[src/logic/spc_params.svh]
// constants of the serial port configuration register bank
`ifndef SPC_PARAMS_SVH
`define SPC_PARAMS_SVH

`define SPC_ADDR_W        13
`define SPC_OFS_CONFIG    13'h000
`define SPC_OFS_VARIANT   13'h003
`define SPC_OFS_READBACK  13'h004
`define SPC_OFS_TAG_LO    13'h005
`define SPC_OFS_TAG_HI    13'h006
`define SPC_OFS_UPDATE    13'h232

`define SPC_BIT_MODE      7
`define SPC_BIT_ORDER     6
`define SPC_BIT_SRST      5
`define SPC_BIT_RB_ACTIVE 0
`define SPC_BIT_UPDATE    0

`define SPC_RST_MODE      1'b0
`define SPC_RST_ORDER     1'b0
`define SPC_RST_RB        1'b0
`define SPC_RST_TAG       8'h00

`define SPC_INSTR_LAST    5'h0F
`define SPC_BYTE_LAST     5'h07
`define SPC_INSTR_RW      15
`define SPC_LEN_STREAM    2'h3
`define SPC_PIN_RST       5'h02

`endif

[src/logic/spc_pkg.sv]
// types of the serial port configuration register bank
`include "spc_params.svh"

package spc_pkg;
  typedef logic [`SPC_ADDR_W-1:0] spc_addr_t;
  typedef logic [7:0]              spc_byte_t;

  typedef enum logic [3:0] {
    SPC_ST_IDLE  = 4'b0001,
    SPC_ST_INSTR = 4'b0010,
    SPC_ST_DATA  = 4'b0100,
    SPC_ST_HOLD  = 4'b1000
  } spc_port_state_t;

  typedef enum logic [2:0] {
    SPC_SR_IDLE    = 3'b001,
    SPC_SR_RESTORE = 3'b010,
    SPC_SR_LOAD    = 3'b100
  } spc_srst_state_t;
endpackage

[src/logic/spc_sync.sv]
// two flip-flop synchroniser for pin inputs
`timescale 1ns/1ps
`default_nettype none

module spc_sync #(
  parameter int unsigned       WIDTH     = 1,
  parameter logic [WIDTH-1:0] RESET_VAL = '0
) (
  input  wire logic             ref_clk_i,   // block clock
  input  wire logic             reset_n_i,   // async reset, active low
  input  wire logic [WIDTH-1:0] d_i,         // asynchronous pin levels
  output logic      [WIDTH-1:0] q_o          // levels in the clock domain
);
  logic [WIDTH-1:0] meta;

  if (WIDTH < 1) begin : g_chk
    $error("spc_sync: WIDTH must be at least 1");
  end

  always_ff @(posedge ref_clk_i or negedge reset_n_i) begin
    if (!reset_n_i) begin
      meta <= RESET_VAL;
      q_o  <= RESET_VAL;
    end else begin
      meta <= d_i;
      q_o  <= meta;
    end
  end
endmodule // spc_sync

`default_nettype wire

[src/logic/spc_soft_reset.sv]
// soft reset sequencer: restore defaults, then optional nonvolatile load
`timescale 1ns/1ps
`default_nettype none

module spc_soft_reset (
  input  wire logic ref_clk_i,     // block clock
  input  wire logic reset_n_i,     // async reset, active low
  input  wire logic start_i,       // one-cycle soft reset request
  input  wire logic load_pin_i,    // synchronised nonvolatile-load pin
  input  wire logic load_done_i,   // nonvolatile load engine finished
  output logic      restore_o,     // one-cycle pulse: restore defaults
  output logic      load_req_o,    // level: nonvolatile load requested
  output logic      busy_o         // soft reset in progress
);
  import spc_pkg::*;

  spc_srst_state_t state;

  always_ff @(posedge ref_clk_i or negedge reset_n_i) begin
    if (!reset_n_i) begin
      state      <= SPC_SR_IDLE;
      restore_o  <= 1'b0;
      load_req_o <= 1'b0;
      busy_o     <= 1'b0;
    end else begin
      restore_o <= 1'b0;
      case (state)
        SPC_SR_IDLE: begin
          if (start_i) begin
            state     <= SPC_SR_RESTORE;
            restore_o <= 1'b1;
            busy_o    <= 1'b1;
          end
        end
        SPC_SR_RESTORE: begin
          // defaults land first so a partial load never leaves stale values
          if (load_pin_i) begin
            state      <= SPC_SR_LOAD;
            load_req_o <= 1'b1;
          end else begin
            state  <= SPC_SR_IDLE;
            busy_o <= 1'b0;
          end
        end
        SPC_SR_LOAD: begin
          if (load_done_i) begin
            state      <= SPC_SR_IDLE;
            load_req_o <= 1'b0;
            busy_o     <= 1'b0;
          end
        end
        default: begin
          state      <= SPC_SR_IDLE;
          load_req_o <= 1'b0;
          busy_o     <= 1'b0;
        end
      endcase
    end
  end
endmodule // spc_soft_reset

`default_nettype wire

[src/logic/spc_regs_top.sv]
// serial control port with its configuration register bank
//
// Notes on behaviour
// - mode bit 0: reads and writes on the data pin, separate output pin undriven.
// - mode bit 1: read data on the separate output pin, writes on the data pin.
// - order bit 0: most significant bit first, address decrements per byte.
// - order bit 1: least significant bit first, address increments per byte.
// - order bit is ignored while the port runs in the two-wire mode.
// - writing soft reset bit starts a reset; load pin high loads nonvolatile values.
// - load pin low at soft reset restores every register to its default.
// - read-only eight-bit variant code register identifies the fitted version.
// - readback select bit 0 picks buffer (0, reset) or active (1) registers.
// - sixteen-bit user tag in two byte registers, reset zero, no effect.
`timescale 1ns/1ps
`default_nettype none
`include "spc_params.svh"

module spc_regs_top #(
  parameter logic [7:0] VARIANT_CODE = 8'h5A   // arbitrary value
) (
  input  wire logic             ref_clk_i,              // 250 MHz block clock
  input  wire logic             reset_n_i,              // async reset, active low
  input  wire logic             sclk_i,                 // serial clock pin
  input  wire logic             cs_n_i,                 // chip select pin, active low
  input  wire logic             sdio_i,                 // data pin, input side
  output logic                  sdio_o,                 // data pin, output side
  output logic                  sdio_oe_o,              // data pin drive enable
  output logic                  serial_output_pin_o,    // separate read data pin
  output logic                  serial_output_pin_oe_o, // its drive enable
  input  wire logic             i2c_mode_i,             // port strapped to two-wire mode
  input  wire logic             eeprom_load_pin_i,      // nonvolatile-load pin
  output logic                  eeprom_load_req_o,      // nonvolatile load request
  input  wire logic             eeprom_load_done_i,     // load engine finished
  input  wire logic             eeprom_wr_en_i,         // load engine register write
  input  wire spc_pkg::spc_addr_t eeprom_wr_addr_i,     // load engine address
  input  wire spc_pkg::spc_byte_t eeprom_wr_data_i,     // load engine data
  output logic                  transfer_mode_select_o, // unidirectional mode active
  output logic                  lsb_first_o,            // stored bit order
  output logic                  readback_active_o,      // reads return active bank
  output logic                  soft_reset_busy_o,      // soft reset in progress
  output logic [15:0]           user_tag_o              // active user tag
);
  import spc_pkg::*;

  // pin synchronisation
  logic [4:0] pins_s;
  logic       s_sdio;
  logic       s_cs_n;
  logic       s_sclk;
  logic       s_i2c;
  logic       s_load_pin;
  logic       sclk_q;
  logic       sclk_rise;
  logic       sclk_fall;
  logic       lsb_eff;

  spc_sync #(
    .WIDTH     (5),
    .RESET_VAL (`SPC_PIN_RST)
  ) u_sync (
    .ref_clk_i (ref_clk_i),
    .reset_n_i (reset_n_i),
    .d_i       ({eeprom_load_pin_i, i2c_mode_i, sdio_i, cs_n_i, sclk_i}),
    .q_o       (pins_s)
  );

  assign s_load_pin = pins_s[4];
  assign s_i2c      = pins_s[3];
  assign s_sdio     = pins_s[2];
  assign s_cs_n     = pins_s[1];
  assign s_sclk     = pins_s[0];

  always_ff @(posedge ref_clk_i or negedge reset_n_i) begin
    if (!reset_n_i) begin
      sclk_q <= 1'b0;
    end else begin
      sclk_q <= s_sclk;
    end
  end

  assign sclk_rise = s_sclk & ~sclk_q;
  assign sclk_fall = ~s_sclk & sclk_q;

  // register storage
  logic      mode_q;
  logic      order_q;
  logic      rb_q;
  spc_byte_t tag_buf_lo;
  spc_byte_t tag_buf_hi;
  spc_byte_t tag_act_lo;
  spc_byte_t tag_act_hi;
  logic      wr_stb;
  spc_addr_t wr_addr;
  spc_byte_t wr_data;
  logic      srst_start;
  logic      srst_restore;
  logic      srst_busy;

  assign lsb_eff = order_q & ~s_i2c;

  assign srst_start = wr_stb && (wr_addr == `SPC_OFS_CONFIG)
                      && wr_data[`SPC_BIT_SRST] && !srst_busy;

  spc_soft_reset u_srst (
    .ref_clk_i   (ref_clk_i),
    .reset_n_i   (reset_n_i),
    .start_i     (srst_start),
    .load_pin_i  (s_load_pin),
    .load_done_i (eeprom_load_done_i),
    .restore_o   (srst_restore),
    .load_req_o  (eeprom_load_req_o),
    .busy_o      (srst_busy)
  );

  assign soft_reset_busy_o      = srst_busy;
  assign transfer_mode_select_o = mode_q;
  assign lsb_first_o            = order_q;
  assign readback_active_o      = rb_q;
  assign user_tag_o             = {tag_act_hi, tag_act_lo};

  always_ff @(posedge ref_clk_i or negedge reset_n_i) begin
    if (!reset_n_i) begin
      mode_q     <= `SPC_RST_MODE;
      order_q    <= `SPC_RST_ORDER;
      rb_q       <= `SPC_RST_RB;
      tag_buf_lo <= `SPC_RST_TAG;
      tag_buf_hi <= `SPC_RST_TAG;
      tag_act_lo <= `SPC_RST_TAG;
      tag_act_hi <= `SPC_RST_TAG;
    end else if (srst_restore) begin
      mode_q     <= `SPC_RST_MODE;
      order_q    <= `SPC_RST_ORDER;
      rb_q       <= `SPC_RST_RB;
      tag_buf_lo <= `SPC_RST_TAG;
      tag_buf_hi <= `SPC_RST_TAG;
      tag_act_lo <= `SPC_RST_TAG;
      tag_act_hi <= `SPC_RST_TAG;
    end else if (eeprom_wr_en_i) begin
      // stored settings take effect at once: both banks are written
      case (eeprom_wr_addr_i)
        `SPC_OFS_CONFIG: begin
          mode_q  <= eeprom_wr_data_i[`SPC_BIT_MODE];
          order_q <= eeprom_wr_data_i[`SPC_BIT_ORDER];
        end
        `SPC_OFS_READBACK: rb_q <= eeprom_wr_data_i[`SPC_BIT_RB_ACTIVE];
        `SPC_OFS_TAG_LO: begin
          tag_buf_lo <= eeprom_wr_data_i;
          tag_act_lo <= eeprom_wr_data_i;
        end
        `SPC_OFS_TAG_HI: begin
          tag_buf_hi <= eeprom_wr_data_i;
          tag_act_hi <= eeprom_wr_data_i;
        end
        default: begin
        end
      endcase
    end else if (wr_stb) begin
      case (wr_addr)
        `SPC_OFS_CONFIG: begin
          // low nibble is only the mirror, so the upper bits alone are kept
          mode_q  <= wr_data[`SPC_BIT_MODE];
          order_q <= wr_data[`SPC_BIT_ORDER];
        end
        `SPC_OFS_READBACK: rb_q <= wr_data[`SPC_BIT_RB_ACTIVE];
        `SPC_OFS_TAG_LO:   tag_buf_lo <= wr_data;
        `SPC_OFS_TAG_HI:   tag_buf_hi <= wr_data;
        `SPC_OFS_UPDATE: begin
          if (wr_data[`SPC_BIT_UPDATE]) begin
            tag_act_lo <= tag_buf_lo;
            tag_act_hi <= tag_buf_hi;
          end
        end
        default: begin
        end
      endcase
    end
  end

  function automatic spc_byte_t read_reg(input spc_addr_t a);
    spc_byte_t v;
    v = 8'h00;
    case (a)
      `SPC_OFS_CONFIG:   v = {mode_q, order_q, srst_busy, 1'b0,
                              1'b0, srst_busy, order_q, mode_q};
      `SPC_OFS_VARIANT:  v = VARIANT_CODE;
      `SPC_OFS_READBACK: v = {7'h00, rb_q};
      `SPC_OFS_TAG_LO:   v = rb_q ? tag_act_lo : tag_buf_lo;
      `SPC_OFS_TAG_HI:   v = rb_q ? tag_act_hi : tag_buf_hi;
      default:           v = 8'h00;
    endcase
    return v;
  endfunction

  // serial port engine
  spc_port_state_t state;
  logic [4:0]      bit_cnt;
  logic [15:0]     sr;
  logic [15:0]     next_sr;
  spc_addr_t       addr;
  spc_addr_t       next_addr;
  logic            is_read;
  logic [1:0]      len;
  logic [1:0]      bytes_left;
  spc_byte_t       tx_byte;
  spc_byte_t       rx_byte;
  logic            tx_bit;
  logic            last_byte;

  assign next_sr   = lsb_eff ? {s_sdio, sr[15:1]} : {sr[14:0], s_sdio};
  assign rx_byte   = lsb_eff ? next_sr[15:8] : next_sr[7:0];
  assign next_addr = lsb_eff ? spc_addr_t'(addr + 1'b1)
                             : spc_addr_t'(addr - 1'b1);
  assign tx_bit    = lsb_eff ? tx_byte[bit_cnt[2:0]]
                             : tx_byte[3'h7 - bit_cnt[2:0]];
  assign last_byte = (len != `SPC_LEN_STREAM) && (bytes_left == 2'h0);

  always_ff @(posedge ref_clk_i or negedge reset_n_i) begin
    if (!reset_n_i) begin
      state                  <= SPC_ST_IDLE;
      bit_cnt                <= 5'h00;
      sr                     <= 16'h0000;
      addr                   <= '0;
      is_read                <= 1'b0;
      len                    <= 2'h0;
      bytes_left             <= 2'h0;
      tx_byte                <= 8'h00;
      wr_stb                 <= 1'b0;
      wr_addr                <= '0;
      wr_data                <= 8'h00;
      sdio_o                 <= 1'b0;
      sdio_oe_o              <= 1'b0;
      serial_output_pin_o    <= 1'b0;
      serial_output_pin_oe_o <= 1'b0;
    end else begin
      wr_stb <= 1'b0;
      if (s_cs_n) begin
        // deselect aborts any transfer and releases both pins
        state                  <= SPC_ST_IDLE;
        sdio_oe_o              <= 1'b0;
        serial_output_pin_oe_o <= 1'b0;
      end else begin
        case (state)
          SPC_ST_IDLE: begin
            state   <= SPC_ST_INSTR;
            bit_cnt <= 5'h00;
          end
          SPC_ST_INSTR: begin
            if (sclk_rise) begin
              sr      <= next_sr;
              bit_cnt <= bit_cnt + 5'h01;
              if (bit_cnt == `SPC_INSTR_LAST) begin
                bit_cnt    <= 5'h00;
                is_read    <= next_sr[`SPC_INSTR_RW];
                len        <= next_sr[14:13];
                bytes_left <= next_sr[14:13];
                addr       <= next_sr[12:0];
                tx_byte    <= read_reg(next_sr[12:0]);
                state      <= SPC_ST_DATA;
              end
            end
          end
          SPC_ST_DATA: begin
            if (sclk_fall && is_read) begin
              sdio_o                 <= tx_bit;
              serial_output_pin_o    <= tx_bit;
              sdio_oe_o              <= ~mode_q;
              serial_output_pin_oe_o <= mode_q;
            end
            if (sclk_rise) begin
              sr      <= next_sr;
              bit_cnt <= bit_cnt + 5'h01;
              if (bit_cnt == `SPC_BYTE_LAST) begin
                bit_cnt    <= 5'h00;
                addr       <= next_addr;
                bytes_left <= bytes_left - 2'h1;
                if (is_read) begin
                  tx_byte <= read_reg(next_addr);
                end else begin
                  wr_stb  <= 1'b1;
                  wr_addr <= addr;
                  wr_data <= rx_byte;
                end
                if (last_byte) begin
                  state                  <= SPC_ST_HOLD;
                  sdio_oe_o              <= 1'b0;
                  serial_output_pin_oe_o <= 1'b0;
                end
              end
            end
          end
          SPC_ST_HOLD: begin
            state <= SPC_ST_HOLD;
          end
          default: begin
            state <= SPC_ST_IDLE;
          end
        endcase
      end
    end
  end
endmodule // spc_regs_top

`default_nettype wire

[config.mk]
export PLATFORM = sky130hd
export DESIGN_NAME = spc_regs_top
export DESIGN_NICKNAME = d
export VERILOG_FILES = /design/src/logic/spc_pkg.sv /design/src/logic/spc_sync.sv /design/src/logic/spc_soft_reset.sv /design/src/logic/spc_regs_top.sv
export VERILOG_INCLUDE_DIRS = /design/src /design/src/logic
export SDC_FILE = /design/constraint.sdc
export NUM_CORES = 1
export LEC_CHECK = 0
export BUFFER_PORTS_ARGS = -buffer_cell sky130_fd_sc_hd__buf_2
export CAP_MARGIN = 30
export CELL_PAD_IN_SITES_DETAIL_PLACEMENT = 0
export CELL_PAD_IN_SITES_GLOBAL_PLACEMENT = 1
export CORE_MARGIN = 3
export CORE_UTILIZATION = 45
export CTS_CLUSTER_SIZE = 16
export DETAILED_ROUTE_END_ITERATION = 8
export PLACE_DENSITY_LB_ADDON = 0.1
export SYNTH_ARGS = -nofsm -noshare
export SYNTH_HDL_FRONTEND = slang
export SYNTH_HIERARCHICAL = 1
export SYNTH_SLANG_ARGS = --single-unit
export TNS_END_PERCENT = 30
[constraint.sdc]
create_clock -name ref_clk_i -period 6.97 [get_ports ref_clk_i]
set_clock_uncertainty 0.15 [all_clocks]
set_input_delay 0.3485 -clock ref_clk_i [delete_from_list [all_inputs] [get_ports ref_clk_i]]
set_output_delay 0.3485 -clock ref_clk_i [all_outputs]
set_load 0.01 [all_outputs]
# Word level (Yosys, flattened, before mapping)
# Cells that the tools add are included.
classes:
  n_bitwise: 10
  n_reduce_logical: 39
  n_addsub: 5
  n_eq_ne: 43
  shift: 0
  n_lt_le_gt_ge: 2
  n_mux: 104
  div_mod_pow: 0
  mul: 0
op_table:
  columns: ["operator", "n"]
  rows:
  - ["$mux 8", 28]
  - ["$eq 13x3->1 const B", 12]
  - ["$pmux 8 s5", 2]
  - ["$mux 13", 5]
  - ["$logic_not 13->1", 4]
  - ["$mux 1", 41]
  - ["$eq 13x2->1 const B", 2]
  - ["$pmux 13 s2", 1]
  - ["$mux 4", 6]
  - ["$reduce_and 3->1", 8]
  - ["$reduce_bool 3->1", 8]
  - ["$mux 5", 4]
  - ["$ne 2x2->1 const B", 10]
  - ["$mux 16", 1]
  - ["$pmux 4 s4", 1]
  - ["$pmux 8 s2", 1]
  - ["$reduce_and 4->1", 4]
  - ["$ne 3x2->1 const B", 5]
  - ["$pmux 5 s3", 1]
  - ["$add 13x1->13 const B", 1]
  - ["$eq 13x10->1 const B", 1]
  - ["$sub 13x1->13 const B", 1]
  - ["$ne 3x1->1 const B", 4]
  - ["$reduce_and 5->1", 2]
  - ["29 further kinds", 50]
word_totals:
  mem_bits_rw: 0
  n_memories: 0
  ff_bits: 128
  wordCells: 231
  rom_bits: 0
  out_inout_bits: 25
  latch_bits: 0

# Logic depth before layout (Yosys ltp)
# Gate-level depths: netlist of run 1.
depth:
  word_depth: 9
  depth_mapped: 13
  ltp_nobuf: 12

# Modules after synthesis
# Netlist of run 1, hierarchy kept.
by_module_without_submodules:
  columns: ["module", "area_per_inst_um2", "cells_each", "instances", "seq_area_each_um2"]
  rows:
  - ["spc_regs_top", 6804.0, 749, 1, 2803.9]
  - ["spc_soft_reset", 275.3, 21, 1, 151.4]
  - ["spc_sync", 252.7, 10, 1, 252.7]

# Worst setup path before layout of run 1
# Ideal clock, no wire load.
synth_path:
  path_kind: "register -> register"
  from: "register order_q, in the netlist lsb_first_o"
  to: "register tx_byte[3]"
  arrival_ns: 3.136
  setup_ns: 0.066
  path_stages_with_launch: 13
  slack_ns: 3.618
  cell_sequence: "dfrtp_1 > nor2b_1 > buf_2 > inv_2 > ha_1 > clkbuf_1 > o211ai_1 > o21ai_2 > a31oi_1 > xnor2_1 > or4_4 > nor4_4 > a31o_1"
synth_via:
  elab_chain_cells: 8
synth_lines:
  columns: ["item", "line", "source"]
  rows:
  - ["start, declared", "spc_regs_top.sv:86", "logic order_q;"]
  - ["start signal, assigned", "spc_regs_top.sv:124", "order_q <= `SPC_RST_ORDER;"]
  - ["start signal, assigned", "spc_regs_top.sv:132", "order_q <= `SPC_RST_ORDER;"]
  - ["start signal, assigned", "spc_regs_top.sv:143", "order_q <= eeprom_wr_data_i[`SPC_BIT_ORDER];"]
  - ["$and 1x1->1 (*)", "spc_regs_top.sv:99", "assign lsb_eff = order_q & ~s_i2c;"]
  - ["$mux 13", "spc_regs_top.sv:211", "assign next_addr = lsb_eff ? spc_addr_t'(addr + 1'b1)"]
  - ["$eq 13x3->1 (tied with other cells)", "spc_regs_top.sv:182", "case (a)"]
  - ["$pmux 8 s5", "spc_regs_top.sv:182", null]
  - ["$mux 8", "spc_regs_top.sv:276", "if (is_read) begin"]
  - ["$mux 8", "spc_regs_top.sv:272", "if (bit_cnt == `SPC_BYTE_LAST) begin"]
  - ["$mux 8", "spc_regs_top.sv:269", "if (sclk_rise) begin"]
  - ["$pmux 8 s2 (*)", "spc_regs_top.sv:242", "case (state)"]
  - ["end signal, assigned", "spc_regs_top.sv:257", "tx_byte <= read_reg(next_sr[12:0]);"]
  - ["end signal, assigned", "spc_regs_top.sv:277", "tx_byte <= read_reg(next_addr);"]
  - ["end, declared", "spc_regs_top.sv:204", "spc_byte_t tx_byte;"]
# Mark *: on every way between the ends. The rest lies on a longest branch, timed or not. The select of a mux whose other input is x is not followed.
# A chain may end at the register's enable or synchronous reset.

# Worst setup path after layout of run 1
layout_path:
  from: "register order_q, in the netlist lsb_first_o"
  to: "register tx_byte[4]"
# The elaborated chain is that of the path after synthesis.

==> reports/qor.yml, run 1 <==
outcome:
  status: "finished, final reports clean"
global_route:
  grt_pass1_wl_um: 32040
  busiest_layer: "met2"
  grt.overflow.total: 0
  first_global_vias: 6090
  antenna_found_initial: 0
  track_usage: 0.2239
  grt_max_degree: 66
  grt_util_met3: 0.04607
  gr-usage-met2: 0.3648
  met1_usage: 0.3061
route:
  drt-wirelength-per-cell_um: 18.02
  vias: 6002
  first_pass_iters: 5
  ant_nets: 0
  drt_iter0_markers: 363
  vias_per_cell: 5.678
  remaining_drc_errors: 0
  wl_um: 19050
finish:
  nNetsFinal: 878
  syn2layout_area_growth_pct: 16.06
  drive_gt1_frac: 0.2033
  n_antenna_cell: 0
  fin_cells: 1057
  stdcell_area_sq_um: 8509
power:
  pwr-share-seq: 0.379
  power.switching_mw: 0.5544
  swShare: 0.2644
  power_mw: 2.096
  p_int_mw: 1.542
  power_density_nw_per_um2: 246.4
  ir_drop_mv: 0.1699
  comb_power_share: 0.152
  p_leak_nw: 3.855
  clockPowerShare: 0.468
die:
  initial_utilization: 0.4599
  dieArea_sq_um: 17860
  die_h_um: 133.6
  ios: 55
  rows: 46
  die_w_um: 133.6
  fp.coreArea_sq_um: 15940
yosys:
  yosysSeqAreaShare: 0.4375
  ys.flop_type: "dfrtp_1"
  syn_area_sq_um: 7332
  syn_inst: 780
  synthArstFlopShare: 1.000
  yosysWarnings: 6
  synth_seq_cells: 128
  synth_enable_flop_cells: 0
  syn_nets: 830
  yosysUniqueCellTypes: 77
  synth_area_per_cell_sq_um: 9.400
critical_path:
  start_kind: "register"
  critical_path.top_delay_family: "simple AND/OR/NAND/NOR gates"
  cp_max_fo: 27
  worstSetupPathType: "register to register"
  slowest_stage: "nor4_4"
  slowest_delay_ns: 0.53
  path_cells: "nor2b_2 > buf_4 > inv_2 > ha_1 > a211oi_1 > o21ai_1 > a41oi_1 > xnor2_1 > or4_4 > nor4_4 > a31o_1"
  worstPathRequired_ns: 7.17
  crit_buf_inv: 2
  arrival_ns: 4.23
  cp-end-kind: "register"
clock_tree:
  cts_root_buffer: "clkbuf_16"
  clk_latency_ns: 0.42
  cts_setup_buffers: 0
  clk_pin_slew_ns: 0.06
  htreeDepth: 4
  cts_made_buffers: 17
  cts_tree: "built"
  clockBufferDepth: 2
  clock-sinks: 128
placed_design:
  gp_congestion: 0.9373
  dpl.cell_count: 1018
  post_dp_cell_area_sq_um: 7790
  place_ws_ns: 3.025
  dpl.hpwl_um: 13680
  portBuffers: 54
run:
  drv_cap: 0
timing:
  fin_crit_sh: 0.5780
  hold_viol: 0
  relSlewSlack: 0.3136
  worstMarginPinSlew_ns: 1.001
  max_freq_ghz: 0.2482
  timing.final.crit_period_ns: 4.029
  setup-tns-final_ns: 0
  worst_slack_ns: 2.941
  finalMaxSlewViolations: 0
  rsz0062_at_grt: "no"
  finalSetupViolations: 0
min_path:
  hp-class: "input pin to register"
## worst min-delay path: stages
cell and delay, ns:
buf_2 0.09, or4b_4 0.12, o31ai_2 0.08
## cell usage in the layout, fill, tap and decap left out, types with 7 or more instances in the layout
master,instances
nor4_1,9
xnor2_1,13
clkbuf_16,17
a21oi_1,54
nor3_1,9
nand3_1,12
inv_1,16
mux2_2,38
o31ai_1,11
nor2_1,50
nand2_1,134
and2_1,7
ha_1,19
nand2b_1,24
dfrtp_1,124
o21ai_0,77
mux2i_1,34
buf_2,53
## cell families (layout without fill, tap and decap cells)
| group | Yosys count | in the layout | share of synthesized area |
|---|---|---|---|
| adder cells (fa/ha/maj) | 20 | 20 | 0.03515 |
| XOR/XNOR | 15 | 15 | 0.01792 |
| AND/OR/NAND/NOR | 275 | 275 | 0.1800 |
| multiplexers | 77 | 77 | 0.1201 |
| AO/OA/AOI/OAI | 209 | 209 | 0.1770 |
| flip-flops | 128 | 128 | 0.4375 |
| buffers and inverters | 56 | 117 | 0.03225 |
## cell type report
cell class                 count  area [sq um]
fill                        1487          7433
clock buffer                  19         442.9
sequential                   128          3208
inverter                      18         67.56
multi-input combinational    596          3902
clock inverter                13         209.0
timing repair buffer          67         409.1
tap                          216         270.3
## state kept, by name, summed over array words and instances (netlist names), 2 cells and up
name          cells
sr               16
u_sync/meta       5
state             4
u_sync/q_o        5
tag_buf_lo        8
wr_data           8
bytes_left        2
u_srst/state      3
tx_byte           8
tag_act_hi        8
wr_addr          13
addr             13
bit_cnt           5
tag_buf_hi        8
len               2
tag_act_lo        8
## synthesized netlist by cell type, drive strengths merged, types with 13 or more instances
cell type    n  area share
a21oi       56       0.039
clkbuf      26       0.013
dfrtp      124        0.42
ha          19       0.032
inv         17      0.0087
mux2        38       0.058
mux2i       34       0.046
nand2      134       0.069
nand2b      24       0.020
nor2        50       0.026
o21ai       82       0.056
xnor2       13       0.016
## through the flow
step | hold WS [ns] | utilization
final | 0.1207 | 0.5337
after global placement | 0.1841 | 0.4869
after global routing | 0.1167 | 0.5337
after CTS | 0.09990 | 0.5333
after detailed placement | 0.1957 | 0.4886
after floorplan | -0.09709 | -
## final timing paths
path / from / endpoint / slack [ns] / cells past startpoint
max: lsb_first_o$_DFFE_PN0P_ / tx_byte[4]$_DFFE_PN0P_ / 2.94 / 11
min: eeprom_load_done_i / u_srst/state[2]$_DFFE_PN0P_ / 0.12 / 3
max reg2reg: lsb_first_o$_DFFE_PN0P_ / tx_byte[4]$_DFFE_PN0P_ / 2.94 / 11
min reg2reg: u_sync/meta[2]$_DFF_PN0_ / u_sync/q_o[2]$_DFF_PN0_ / 0.20 / 0
max in group asynchronous: reset_n_i / u_sync/meta[0]$_DFF_PN0_ / 5.04 / 3
min in group asynchronous: reset_n_i / u_srst/load_req_o$_DFFE_PN0P_ / 0.34 / 2
## metal layers
metal,part of all wire,vias up
li1,-,2887
met1,0.46,2916
met2,0.48,177
met3,0.052,22
met4,0.013,0
met5,0,-
## timing repair
item | CTS | global route
hold endpoints to repair | 68 | 0
hold buffers | 6 | 0
resized for setup | 0 | 0
## power groups by stage
| stage | Clock (mW) | Sequential (mW) | Combinational, mW |
|---|---|---|---|
| floorplan | 0 | 0.797 | 0.232 |
| global placement | 0 | 0.806 | 0.308 |
| detailed placement | 0 | 0.808 | 0.313 |
| CTS | 1.00 | 0.795 | 0.317 |
| global route | 1.04 | 0.800 | 0.357 |
| finish | 0.981 | 0.795 | 0.320 |
Note: power is estimated with default switching activity, not from simulation.
==> run 2, diff against run 1 <==
- CORE_UTILIZATION: 45 -> 43
- clock period: 6.97 -> 3.3 ns (I/O delays scaled with it)
==> reports/qor.yml, run 2 (synthesis results as in run 1) <==
clock_tree:
  cts_made_buffers: 17  # unchanged
  clockBufferDepth: 2  # unchanged
  cts_setup_buffers: 0  # unchanged
  cts_root_buffer: "clkbuf_16"  # unchanged
  clock-sinks: 128  # unchanged
  cts_tree: "built"  # unchanged
  htreeDepth: 4  # unchanged
  clk_pin_slew_ns: 0.06  # about the same
  clk_latency_ns: 0.42  # about the same
finish:
  top_regs: "sr (16), addr (13), wr_addr (13)"  # unchanged
  largest_reg_flops: 16  # unchanged
  fin_util: 0.5201  # was 0.5337
  mostFrequentLayoutCell: "nand2_1"  # unchanged
  n_antenna_cell: 0  # unchanged
  nNetsFinal: 903  # was 878
  stdcell_area_sq_um: 8656  # was 8509 sq um
  drive_gt1_frac: 0.2194  # was 0.2033
  fin_cells: 1086  # was 1057
  regMostFlops: "sr"  # unchanged
  syn2layout_area_growth_pct: 18.05  # was 16.06%
  final_cell_mix: "134 x nand2_1, 124 x dfrtp_1, 77 x o21ai_0"  # unchanged
critical_path:
  start_kind: "register"  # unchanged
  critPathLaunch: "lsb_first_o$_DFFE_PN0P_"  # unchanged
  worstPathRequired_ns: 3.51  # was 7.17 ns
  arrival_ns: 3.38  # was 4.23 ns
  worstSetupPathType: "register to register"  # unchanged
  worstReg2RegStart: "lsb_first_o$_DFFE_PN0P_"  # unchanged
  cp-end-kind: "register"  # unchanged
  cp_max_fo: 13  # was 27
placed_design:
  gp_congestion: 0.8886  # was 0.9373
  post_dp_cell_area_sq_um: 7911  # was 7790 sq um
  dpl.cell_count: 1039  # was 1018
  place_ws_ns: 0.1060  # was 3.025 ns
  portBuffers: 54  # unchanged
  dpl.hpwl_um: 14450  # was 13680 um
global_route:
  grt.overflow.total: 0  # unchanged
  met1_usage: 0.3132  # was 0.3061
  track_usage: 0.2173  # was 0.2239
  antenna_found_initial: 0  # unchanged
  first_global_vias: 5869  # was 6090
  grt_max_degree: 69  # was 66
  grt_pass1_wl_um: 31510  # was 32040 um
  grt_util_met3: 0.04118  # was 0.04607
  busiest_layer: "met2"  # unchanged
  gr-usage-met2: 0.3371  # was 0.3648
route:
  vias_per_cell: 5.562  # was 5.678
  first_pass_iters: 5  # unchanged
  drt-wirelength-per-cell_um: 18.09  # was 18.02 um
  remaining_drc_errors: 0  # unchanged
  vias: 6040  # was 6002
  ant_nets: 0  # unchanged
  wl_um: 19650  # was 19050 um
  drt_iter0_markers: 348  # was 363
die:
  die_w_um: 136.6  # was 133.6 um
  die_h_um: 136.6  # was 133.6 um
  dieArea_sq_um: 18650  # was 17860 sq um
  initial_utilization: 0.4406  # was 0.4599
  fp.coreArea_sq_um: 16640  # was 15940 sq um
  rows: 47  # was 46
  ios: 55  # unchanged
power:
  pwr-share-seq: 0.395  # was 0.379
  clockPowerShare: 0.437  # was 0.468
  comb_power_share: 0.168  # was 0.152
  swShare: 0.2804  # was 0.2644
  power.switching_mw: 1.192  # was 0.5544 mW
  ir_drop_mv: 0.3745  # was 0.1699 mV
  p_int_mw: 3.057  # was 1.542 mW
  p_leak_nw: 3.925  # was 3.855 nW
  power_density_nw_per_um2: 490.9  # was 246.4 nW/um^2
run:
  drv_cap: 0  # unchanged
timing:
  worstMarginPinSlew_ns: 1.036  # was 1.001 ns
  timing.final.crit_period_ns: 3.173  # was 4.029 ns
  fin_crit_sh: 0.9616  # was 0.5780
  worst_slack_ns: 0.1268  # was 2.941 ns
  worst_hold_slack_ns: 0.07537  # was 0.1207 ns
  relSlewSlack: 0.3060  # was 0.3136
  finalSetupViolations: 0  # unchanged
  finalMaxSlewViolations: 0  # unchanged
  hold_viol: 0  # unchanged
  max_freq_ghz: 0.3151  # was 0.2482 GHz
min_path:
  hp-class: "input pin to async pin"  # was input pin to register
outcome:
  status: "finished, final reports clean"  # unchanged
[run 2: layout make-up]
cell class	instances	area, sq um
inverters	18	70.07
flip-flops and latches	128	3208
fillers	1593	7986
multi-input cells	596	3913
well taps	220	275.3
clock buffers	19	442.9
clock inverters	13	138.9
repair buffers	92	608.1
[run 2: path summary, 6_finish.rpt]
kind / end / slack, ns / cells after the start
min in group ref_clk_i: readback_active_o$_DFFE_PN0P_ / 0.18 / 5
worst min register to register: u_sync/q_o[0]$_DFF_PN0_ / 0.20 / 0
worst max-delay path: tx_byte[3]$_DFFE_PN0P_ / 0.13 / 11
worst min-delay path: u_srst/state[1]$_DFFE_PN0P_ / 0.08 / 2
max in group asynchronous: tag_buf_hi[1]$_DFFE_PN0P_ / 2.18 / 3
worst max register to register: tx_byte[3]$_DFFE_PN0P_ / 0.13 / 11
[run 2: metal layers]
layer	routed length, um	up-vias
met5	0	-
met4	197	0
met3	806	15
met2	8945	139
met1	9697	2942
li1	-	2944
[run 2: worst max-delay path, cell delays in order (launching register included)]
cell and delay [ns]:
dfrtp_1 0.38, nor2b_2 0.17, inv_4 0.16, ha_2 0.34, a21oi_1 0.18, o22ai_1 0.15, o41ai_2 0.42, xnor2_1 0.14
or4_4 0.50, nor4_4 0.14, buf_4 0.21, a31o_1 0.15
[run 2: power groups by stage]
| stage | clock (mW) | sequential [mW] | combinational, mW |
|---|---|---|---|
| 3_5_place_dp | 0 | 1.71 | 0.690 |
| 3_3_place_gp | 0 | 1.70 | 0.685 |
| 2_1_floorplan | 0 | 1.68 | 0.489 |
| 5_1_grt | 1.98 | 1.69 | 0.788 |
| 4_1_cts | 1.89 | 1.68 | 0.706 |
| 6_report | 1.86 | 1.68 | 0.713 |
[run 2: timing repair]
action | 4_1_cts | 5_1_grt
endpoints found under the hold margin | 108 | 0
endpoints found under the setup margin | 0 | 8
hold buffers | 15 | 0
resized for setup | 0 | 4
[run 2: per-stage QoR]
step / total power, mW / setup TNS, ns
floorplan: 2.172 / 0
global placement: 2.387 / 0
detailed placement: 2.396 / 0
CTS: 4.280 / 0
global route: 4.456 / -0.01497
finish: 4.249 / 0
